--- src/include/lss_pkg.sv ---
// Shared constants and types for the LED driver startup sequencer.
package lss_pkg;

	localparam int unsigned CLK_HZ      = 40_000_000;
	localparam int unsigned HZ_PER_MHZ  = 1_000_000;
	localparam int unsigned CYC_PER_US  = CLK_HZ / HZ_PER_MHZ;
	localparam int unsigned CHANNELS    = 4;
	localparam int unsigned TMR_W       = 20;
	localparam int unsigned RAMP_W      = 8;

	// Times in microseconds, counts in clock cycles.
	localparam int unsigned SHUTDOWN_US = 16000;
	localparam int unsigned DETECT_US   = 1500;
	localparam int unsigned SS_BASE_US  = 8000;
	localparam int unsigned SS_EXT_US   = 16000;
	localparam int unsigned SHUTDOWN_CYC = SHUTDOWN_US * CYC_PER_US;
	localparam int unsigned DETECT_CYC   = DETECT_US * CYC_PER_US;
	localparam int unsigned SS_BASE_CYC  = SS_BASE_US * CYC_PER_US;
	localparam int unsigned SS_EXT_CYC   = SS_EXT_US * CYC_PER_US;

	typedef enum logic [2:0] {
		LSS_LOCKOUT,
		LSS_GATE_ON,
		LSS_WAIT_PWM,
		LSS_DETECT,
		LSS_SOFT_START,
		LSS_RUN,
		LSS_LATCHED
	} lss_state_e;

	// Comparator and pin levels, all from outside the clock domain.
	typedef struct packed {
		logic                wake;
		logic                pwm;
		logic                supply_ok;
		logic                gate_on;
		logic                freq_pin_ok;
		logic                cur_pin_ok;
		logic                out_uvp_ok;
		logic                out_near_ovp;
		logic [CHANNELS-1:0] above_low;
		logic [CHANNELS-1:0] above_high;
		logic [CHANNELS-1:0] in_regulation;
		logic                extended;
	} lss_sense_s;

	typedef struct packed {
		lss_state_e          state;
		logic                variant_ext;
		logic                fault;
		logic                counting;
		logic [CHANNELS-1:0] used;
		logic [CHANNELS-1:0] unused;
		logic [TMR_W-1:0]    tmr;
		logic [TMR_W-1:0]    wake_low;
		logic [TMR_W-1:0]    pwm_low;
		logic [TMR_W-1:0]    step;
		logic [RAMP_W-1:0]   ramp;
	} lss_regs_s;

endpackage : lss_pkg

--- src/hdl/lss_sync.sv ---
// Two-flop synchroniser for a bundle of asynchronous levels.
`timescale 1ns/10ps
module lss_sync #(
	parameter int unsigned W = 1
) (
	input  wire logic         clock, // System clock.
	input  wire logic         rst,   // Asynchronous reset, active high.
	input  wire logic [W-1:0] d,     // Asynchronous levels.
	output logic      [W-1:0] q      // Synchronised levels.
);

	logic [W-1:0] meta_r;

	always_ff @(posedge clock or posedge rst) begin
		if (rst) begin
			meta_r <= '0;
			q      <= '0;
		end else begin
			meta_r <= d;
			q      <= meta_r;
		end
	end

endmodule : lss_sync

--- src/hdl/lss_sequencer.sv ---
// Startup and fault sequencer of a multi-string LED boost driver.
`timescale 1ns/10ps
// How it works
// RULE1: Power up only with wake high and input supply above lockout.
// RULE2: Boost and sinks stay off until PWM is high.
// RULE3: Frequency and current pins must pass before switching starts.
// RULE4: Wake low longer than the shutdown delay turns the device off.
// RULE5: Host may toggle PWM for dimming or tie it to wake.
// RULE6: Pull disconnect gate first; at on level enable current reference.
// RULE7: Detection starts only with PWM high and gate at on level.
// RULE8: After pins pass the low threshold, wait the detection interval.
// RULE9: Each pin is classed as shorted, unused or in use by voltage.
// RULE10: Unused channels are disabled and dropped from feedback.
// RULE11: A shorted pin holds soft-start until the short clears.
// RULE12: Base variant flags a pin short and keeps retrying.
// RULE13: Base variant releases the flag at detection end.
// RULE14: Extended variant releases the flag at detection start.
// RULE15: Output below the undervoltage level after gate-on blocks soft-start.
// RULE16: Output undervoltage latches the device off.
// RULE17: Latch clears on lockout, long wake low, or long PWM low.
// RULE18: Soft-start begins after detection and ramps at a fixed slope.
// RULE19: Soft-start timer is eight or sixteen milliseconds by variant.
// RULE20: Soft-start ends on regulation, output near limit, or timer.
// RULE21: Clock mirror runs once awake, even with boost off.
// RULE22: Ramp time limit follows the variant timer.
// RULE23: Sequencer walks lockout to run, with a latched-off state.
module lss_sequencer #(
	parameter int unsigned SHUTDOWN_CYC = lss_pkg::SHUTDOWN_CYC,
	parameter int unsigned DETECT_CYC   = lss_pkg::DETECT_CYC,
	parameter int unsigned SS_BASE_CYC  = lss_pkg::SS_BASE_CYC,
	parameter int unsigned SS_EXT_CYC   = lss_pkg::SS_EXT_CYC
) (
	input  wire logic                               clock,               // 40 MHz oscillator clock.
	input  wire logic                               rst,                 // Asynchronous reset, high.
	input  wire lss_pkg::lss_sense_s                sense_in,            // Raw pin and comparator levels.
	output logic                                    clock_mirror_output, // Clock mirror enable.
	output logic                                    gate_pull_down,      // Disconnect gate pull-down.
	output logic                                    current_ref_enable,  // Current reference enable.
	output logic                                    boost_enable,        // Boost switching enable.
	output logic [lss_pkg::CHANNELS-1:0]            sink_enable,         // String sink enables.
	output logic [lss_pkg::CHANNELS-1:0]            feedback_mask,       // Channels in regulation feedback.
	output logic [lss_pkg::RAMP_W-1:0]              ramp_level,          // Soft-start output reference.
	output logic                                    soft_start_active,   // Soft-start in progress.
	output logic                                    fault_o,             // Fault flag pin output level.
	output logic                                    fault_oe,            // Fault flag pin drive enable.
	output lss_pkg::lss_state_e                     state_out            // Sequencer state.
);

	localparam int unsigned TW = lss_pkg::TMR_W;
	localparam int unsigned RW = lss_pkg::RAMP_W;
	localparam logic [TW-1:0] SHUT_MAX = TW'(SHUTDOWN_CYC);
	localparam logic [TW-1:0] DET_LAST = TW'(DETECT_CYC - 1);
	localparam logic [TW-1:0] SS_BASE_LAST = TW'(SS_BASE_CYC - 1);
	localparam logic [TW-1:0] SS_EXT_LAST = TW'(SS_EXT_CYC - 1);
	localparam logic [TW-1:0] STEP_BASE_LAST = TW'((SS_BASE_CYC >> RW) - 1);
	localparam logic [TW-1:0] STEP_EXT_LAST = TW'((SS_EXT_CYC >> RW) - 1);
	localparam logic [TW-1:0] TMR_ONE = TW'(1);
	localparam logic [RW-1:0] RAMP_ONE = RW'(1);
	localparam logic [RW-1:0] RAMP_TOP = '1;

	lss_pkg::lss_sense_s s;
	lss_pkg::lss_regs_s  r_r;
	lss_pkg::lss_regs_s  r_nxt;
	logic                any_short;
	logic                pins_ok;
	logic                wake_off;
	logic                pwm_off;
	logic                ss_done;
	logic                active;
	logic [TW-1:0]       ss_last;
	logic [TW-1:0]       step_last;

	function automatic logic [TW-1:0] sat_inc(input logic [TW-1:0] v, input logic run);
		if (!run) begin
			return '0;
		end
		return (v == SHUT_MAX) ? v : v + TMR_ONE;
	endfunction : sat_inc

	lss_sync #(
		.W ($bits(lss_pkg::lss_sense_s))
	) u_sync (
		.clock (clock),
		.rst   (rst),
		.d     (sense_in),
		.q     (s)
	);

	// Pins below the low threshold count as shorted to ground.
	assign any_short = |(~s.above_low);
	// RULE3: resistor pin checks
	assign pins_ok   = s.freq_pin_ok && s.cur_pin_ok;
	assign wake_off  = (r_r.wake_low == SHUT_MAX);
	assign pwm_off   = (r_r.pwm_low == SHUT_MAX);
	assign ss_last   = r_r.variant_ext ? SS_EXT_LAST : SS_BASE_LAST;
	assign step_last = r_r.variant_ext ? STEP_EXT_LAST : STEP_BASE_LAST;
	// RULE20: soft-start end events
	assign ss_done = (&(s.in_regulation | ~r_r.used)) || s.out_near_ovp || (r_r.tmr == ss_last);

	always_comb begin
		r_nxt = r_r;
		r_nxt.wake_low = sat_inc(r_r.wake_low, !s.wake);
		r_nxt.pwm_low  = sat_inc(r_r.pwm_low, s.wake && !s.pwm);
		// RULE23: sequencer state walk
		unique case (r_r.state)
			lss_pkg::LSS_LOCKOUT: begin
				r_nxt.fault = 1'b0;
				r_nxt.tmr   = '0;
				// RULE1: wake needs supply
				if (s.wake && s.supply_ok) begin
					r_nxt.variant_ext = s.extended;
					r_nxt.state       = lss_pkg::LSS_GATE_ON;
				end
			end
			lss_pkg::LSS_GATE_ON: begin
				// RULE6: gate reaches on level
				if (s.gate_on) begin
					r_nxt.state = lss_pkg::LSS_WAIT_PWM;
				end
			end
			lss_pkg::LSS_WAIT_PWM: begin
				// RULE7: PWM and gate gate detection
				if (s.pwm && s.gate_on) begin
					r_nxt.state    = lss_pkg::LSS_DETECT;
					r_nxt.counting = 1'b0;
					r_nxt.tmr      = '0;
				end
			end
			lss_pkg::LSS_DETECT: begin
				if (any_short || !pins_ok) begin
					// RULE11: hold on short
					r_nxt.counting = 1'b0;
					r_nxt.tmr      = '0;
					// RULE12: flag and retry
					r_nxt.fault    = any_short;
				end else begin
					r_nxt.counting = 1'b1;
					// RULE14: early flag release
					if (!r_r.counting && r_r.variant_ext) begin
						r_nxt.fault = 1'b0;
					end
					// RULE8: detection interval wait
					if (r_r.tmr == DET_LAST) begin
						// RULE9: classify by threshold
						r_nxt.used   = s.above_high;
						r_nxt.unused = ~s.above_high;
						r_nxt.tmr    = '0;
						r_nxt.step   = '0;
						r_nxt.ramp   = '0;
						// RULE13: late flag release
						if (!r_r.variant_ext) begin
							r_nxt.fault = 1'b0;
						end
						// RULE15: output undervoltage check
						if (!s.out_uvp_ok) begin
							r_nxt.state = lss_pkg::LSS_LATCHED;
							r_nxt.fault = 1'b1;
						end else begin
							r_nxt.state = lss_pkg::LSS_SOFT_START;
						end
					end else begin
						r_nxt.tmr = r_r.tmr + TMR_ONE;
					end
				end
			end
			lss_pkg::LSS_SOFT_START: begin
				// RULE19: variant timer
				r_nxt.tmr = r_r.tmr + TMR_ONE;
				// RULE18: fixed slope ramp
				if (r_r.step == step_last) begin
					r_nxt.step = '0;
					if (r_r.ramp != RAMP_TOP) begin
						r_nxt.ramp = r_r.ramp + RAMP_ONE;
					end
				end else begin
					r_nxt.step = r_r.step + TMR_ONE;
				end
				if (ss_done) begin
					r_nxt.state = lss_pkg::LSS_RUN;
					r_nxt.ramp  = RAMP_TOP;
				end
			end
			lss_pkg::LSS_RUN: begin
				r_nxt.tmr = '0;
			end
			lss_pkg::LSS_LATCHED: begin
				// RULE16: stay latched off
				r_nxt.fault = 1'b1;
				// RULE17: long PWM low clears
				if (pwm_off) begin
					r_nxt.fault = 1'b0;
					r_nxt.state = lss_pkg::LSS_GATE_ON;
				end
			end
			default: begin
				r_nxt.state = lss_pkg::LSS_LOCKOUT;
			end
		endcase
		// RULE4: long wake low or lockout
		if (!s.supply_ok || wake_off) begin
			r_nxt.state = lss_pkg::LSS_LOCKOUT;
			r_nxt.fault = 1'b0;
			r_nxt.used  = '0;
			r_nxt.ramp  = '0;
		end
	end

	always_ff @(posedge clock or posedge rst) begin
		if (rst) begin
			r_r <= '0;
		end else begin
			r_r <= r_nxt;
		end
	end

	assign active = (r_r.state == lss_pkg::LSS_SOFT_START) || (r_r.state == lss_pkg::LSS_RUN);
	// RULE21: clock mirror while awake
	assign clock_mirror_output = (r_r.state != lss_pkg::LSS_LOCKOUT);
	assign gate_pull_down      = (r_r.state != lss_pkg::LSS_LOCKOUT) && (r_r.state != lss_pkg::LSS_LATCHED);
	assign current_ref_enable  = gate_pull_down && (r_r.state != lss_pkg::LSS_GATE_ON);
	// RULE2: PWM enables the power stage
	assign boost_enable        = active && s.pwm;
	// RULE10: unused channels off
	assign sink_enable         = r_r.used & {lss_pkg::CHANNELS{boost_enable}};
	assign feedback_mask       = r_r.used;
	assign ramp_level          = r_r.ramp;
	assign soft_start_active   = (r_r.state == lss_pkg::LSS_SOFT_START);
	assign fault_o             = 1'b0;
	assign fault_oe            = r_r.fault;
	assign state_out           = r_r.state;
endmodule : lss_sequencer

--- config.mk ---
export PLATFORM = sky130hd
export DESIGN_NAME = lss_sequencer
export DESIGN_NICKNAME = d
export VERILOG_FILES = /design/src/include/lss_pkg.sv /design/src/hdl/lss_sync.sv /design/src/hdl/lss_sequencer.sv
export SDC_FILE = /design/constraint.sdc
export NUM_CORES = 1
export LEC_CHECK = 0
export BUFFER_PORTS_ARGS = -buffer_cell sky130_fd_sc_hd__buf_2
export CAP_MARGIN = 20
export CORE_ASPECT_RATIO = 1.2
export CORE_MARGIN = 2
export CORE_UTILIZATION = 45
export CTS_CLUSTER_SIZE = 24
export DETAILED_ROUTE_END_ITERATION = 12
export GPL_TIMING_DRIVEN = 0
export PLACE_DENSITY = 0.65
export SYNTH_ARGS = -nofsm -noshare
export SYNTH_HDL_FRONTEND = slang
export SYNTH_HIERARCHICAL = 1
export SYNTH_SLANG_ARGS = --single-unit
--- constraint.sdc ---
create_clock -name clock -period 3 [get_ports clock]
set_clock_uncertainty 0.1 [all_clocks]
set_input_delay 0.15 -clock clock [delete_from_list [all_inputs] [get_ports clock]]
set_output_delay 0.15 -clock clock [all_outputs]
set_load 0.01 [all_outputs]
==> impl_metrics.yaml <==
status:
  status: "complete, no violations"
floorplanning:
  die_w_um: 115
  rows: 48
  ios: 49
  initial_core_util_pct: 46.2
  dieArea_um2: 15900
  core_um2: 14500
  die_h_um: 138
worst_setup_path:
  timing.rr.end: "r_r[14]"
  cp_data_arrival_time_ns: 2.81
  worstPathRequired_ns: 3.19
  critPathCaptureType: "register"
  regToRegSetupSlack_ns: 0.38
  critPathCapture: "r_r[14]"
  cp_max_fo: 10
  r2r-start: "state_out[2]"
  startpoint: "state_out[2]"
  cp-start-kind: "register"
  crit_type: "reg -> reg"
  rr_worst_depth: 10
detailed_routing:
  post_drt_wl_per_cell_um: 14.8
  num_vias: 5156
  postRouteAntennaNets: 0
  dr.pass1.iters: 4
  wirelength_mm: 14.3
  drc: 0
  routed_via_density: 5.34
  drt-initial-drc-count: 232
yosys:
  synth_cell_types: 70
  synth_flop_cell: "dfrtp_1"
  synth_seq_cells: 140
  synth_area_leaders: "dfrtp_1, nor2_1, xnor2_1"
  synth.most_common_cell: "dfrtp_1"
  synth_top_area_share_pct: 52.4
  synth_cells: 663
  synth.net_count: 693
  seq_area_frac_synth_pct: 52.4
  async_flop_share_pct: 100
  avgSynthCellArea_um2: 10.1
  ys_warn_count: 6
  yosys.area.top_type: "dfrtp_1"
  synth-edff-count: 0
  synth_commonest_cells: "dfrtp_1, nor2_1, nand2_1"
  synth_area_um2: 6690
finish:
  insertedDiodeCount: 0
  drive_above_1_share_pct: 16.1
  final_nets: 782
  n_fill_cell: 1256
  seq_area_um2: 3500
  areaGrowthSynthToFinish_pct: 20.0
  finish.instance_area_um2: 8030
  finalNonFillerCells: 965
  multi_input_area_um2: 2910
placement:
  gp_congestion: 0.855
  dp_cells: 911
  io_buffers: 47
  dpl.hpwl_mm: 10.1
  dpl-instance-area_um2: 7210
global_route:
  gr-total-overflow: 0
  first_global_vias: 5133
  grt_max_degree: 51
  antenna_found_initial: 0
  grt_pass1_wl_mm: 24.6
  grtUsageTotal_pct: 19.8
cts:
  clk_pin_slew_ns: 0.05
  htree_levels: 4
  cts_buffer_depth: 2
  clock-sinks: 140
  cts_buffers: 17
  cts_tree: "done"
  cts_resized: 0
  post_cts_buffers: 0
  hold_buffers: 22
  cts-root-buf: "clkbuf_16"
  insertion_delay_ns: 0.42
power_and_ir_drop:
  leakagePower_nw: 3.51
  pwr-share-comb_pct: 3.4
  p_seq_share_pct: 46.0
  p_clk_share_pct: 50.6
  internal-power_mw: 3.37
  ir_drop_uv: 321
  powerDensity_nw_per_um2: 526
  p_sw_mw: 0.855
  swShare_pct: 20.2
timing:
  finalHoldViolCount: 0
  worst_slew_pin_slew_ns: 0.836
  holdWs_ns: 0.246
  fmax_ghz: 0.381
  rsz0062_at_grt: "false"
  max_slew_margin_pct: 44.2
  min_period_ns: 2.62
  fin_tns_setup_ns: 0
  finalMaxSlewViolations: 0
  post-route-period-util_pct: 87.5
  setup_viol_count_final: 0
hold_path:
  hold_path_class: "reg -> reg"
job:
  drv_cap: 0
## power groups by stage
stage / Combinational (mW) / Clock [mW] / Sequential, mW
after detailed placement: 0.125 / 0 / 1.98
after floorplan: 0.0769 / 0 / 1.97
after CTS: 0.148 / 2.19 / 1.95
after global placement: 0.116 / 0 / 1.98
final: 0.143 / 2.14 / 1.94
after global routing: 0.164 / 2.27 / 1.95
## layer usage
| layer | part of all wire, % | vias up | routed length [µm] | GRT usage (%) |
|---|---|---|---|---|
| met5 | 0 | - | 0 | 0 |
| met4 | 2.2 | 0 | 310 | 8.50 |
| met3 | 3.5 | 23 | 500 | 5.06 |
| met2 | 50 | 107 | 7170 | 32.2 |
| met1 | 44 | 2538 | 6340 | 25.2 |
| li1 | - | 2488 | - | - |
## cells in the final DEF (no fill, tap or decap), drive strengths merged, types with 4 or more instances in the layout
cell         Yosys  final
nand2           55     55
clkbuf          12     37
nor2b            8      8
dlygate4sd3      0     22
dfrtp          140    140
nand3           29     29
clkinv           0      4
or3              8      8
and4             5      5
nor4             7      7
xnor2           29     29
xor2            27     27
nand4           20     20
nor2            83     83
inv             21     21
o21ai           30     30
a211oi           5      5
nor4b            6      6
nand2b          11     11
and3            22     22
a21oi           26     26
and2            10     10
o2bb2ai          6      6
a22o             4      4
ha               7      7
nor3            14     14
a31oi            9      9
buf             23     71
## worst min-delay path by stage
stage                 startpoint  slack [ns]           endpoint  cells after the start
3_5_place_dp        sense_in[13]        0.16  u_sync/meta_r[13]                      1
4_1_cts             sense_in[14]        0.25  u_sync/meta_r[14]                      2
6_report       u_sync/meta_r[13]        0.25       u_sync/q[13]                      0
2_1_floorplan        sense_in[0]        0.08   u_sync/meta_r[0]                      0
5_1_grt        u_sync/meta_r[13]        0.25       u_sync/q[13]                      0
3_3_place_gp         sense_in[2]        0.16   u_sync/meta_r[2]                      1
## metrics by stage
step,setup WS [ns],utilization [%],power [mW]
after global placement,-1.11,49.6,2.09
after detailed placement,0.389,49.8,2.10
final,0.376,55.5,4.23
after CTS,0.379,55.5,4.28
after global routing,0.113,55.5,4.39
after floorplan,0.188,-,2.05
## flip-flops by register name (all words and copies together), names as in the netlist
register and count:
u_sync/q 21, r_r 82, state_out 3, feedback_mask 4, fault_oe 1, u_sync/meta_r 21, ramp_level 8
## cell families (layout without fill, tap and decap cells)
logic type,after synthesis,after routing,share of synthesized area [%]
compound gates,104,104,10.2
xor+xnor,56,56,7.33
fa+ha+maj,8,8,1.46
buf+inv,56,158,4.19
flops,140,140,52.4
mux,3,3,0.467
other cells,1,1,0.0560
simple gates,295,295,24.0
## final cells by class
type	count	area share [%]
multi-input cells	467	36.2
well taps	200	3.12
plain buffers	35	2.51
flip-flops and latches	140	43.6
clock inverters	7	1.37
repair buffers	70	6.01
inverters	21	1.01
clock buffers	25	6.17
## worst max-delay path, cell delays in order, from the launching register on
cell and delay [ns]:
dfrtp_1 0.43, buf_2 0.20, nor2b_2 0.18, nand2_2 0.19, inv_1 0.10, buf_4 0.19, o21ai_1 0.31, clkbuf_1 0.43
nor2_1 0.09, o21ai_0 0.16, o21ai_0 0.11
No activity file was read; power rests on OpenSTA's default activity.
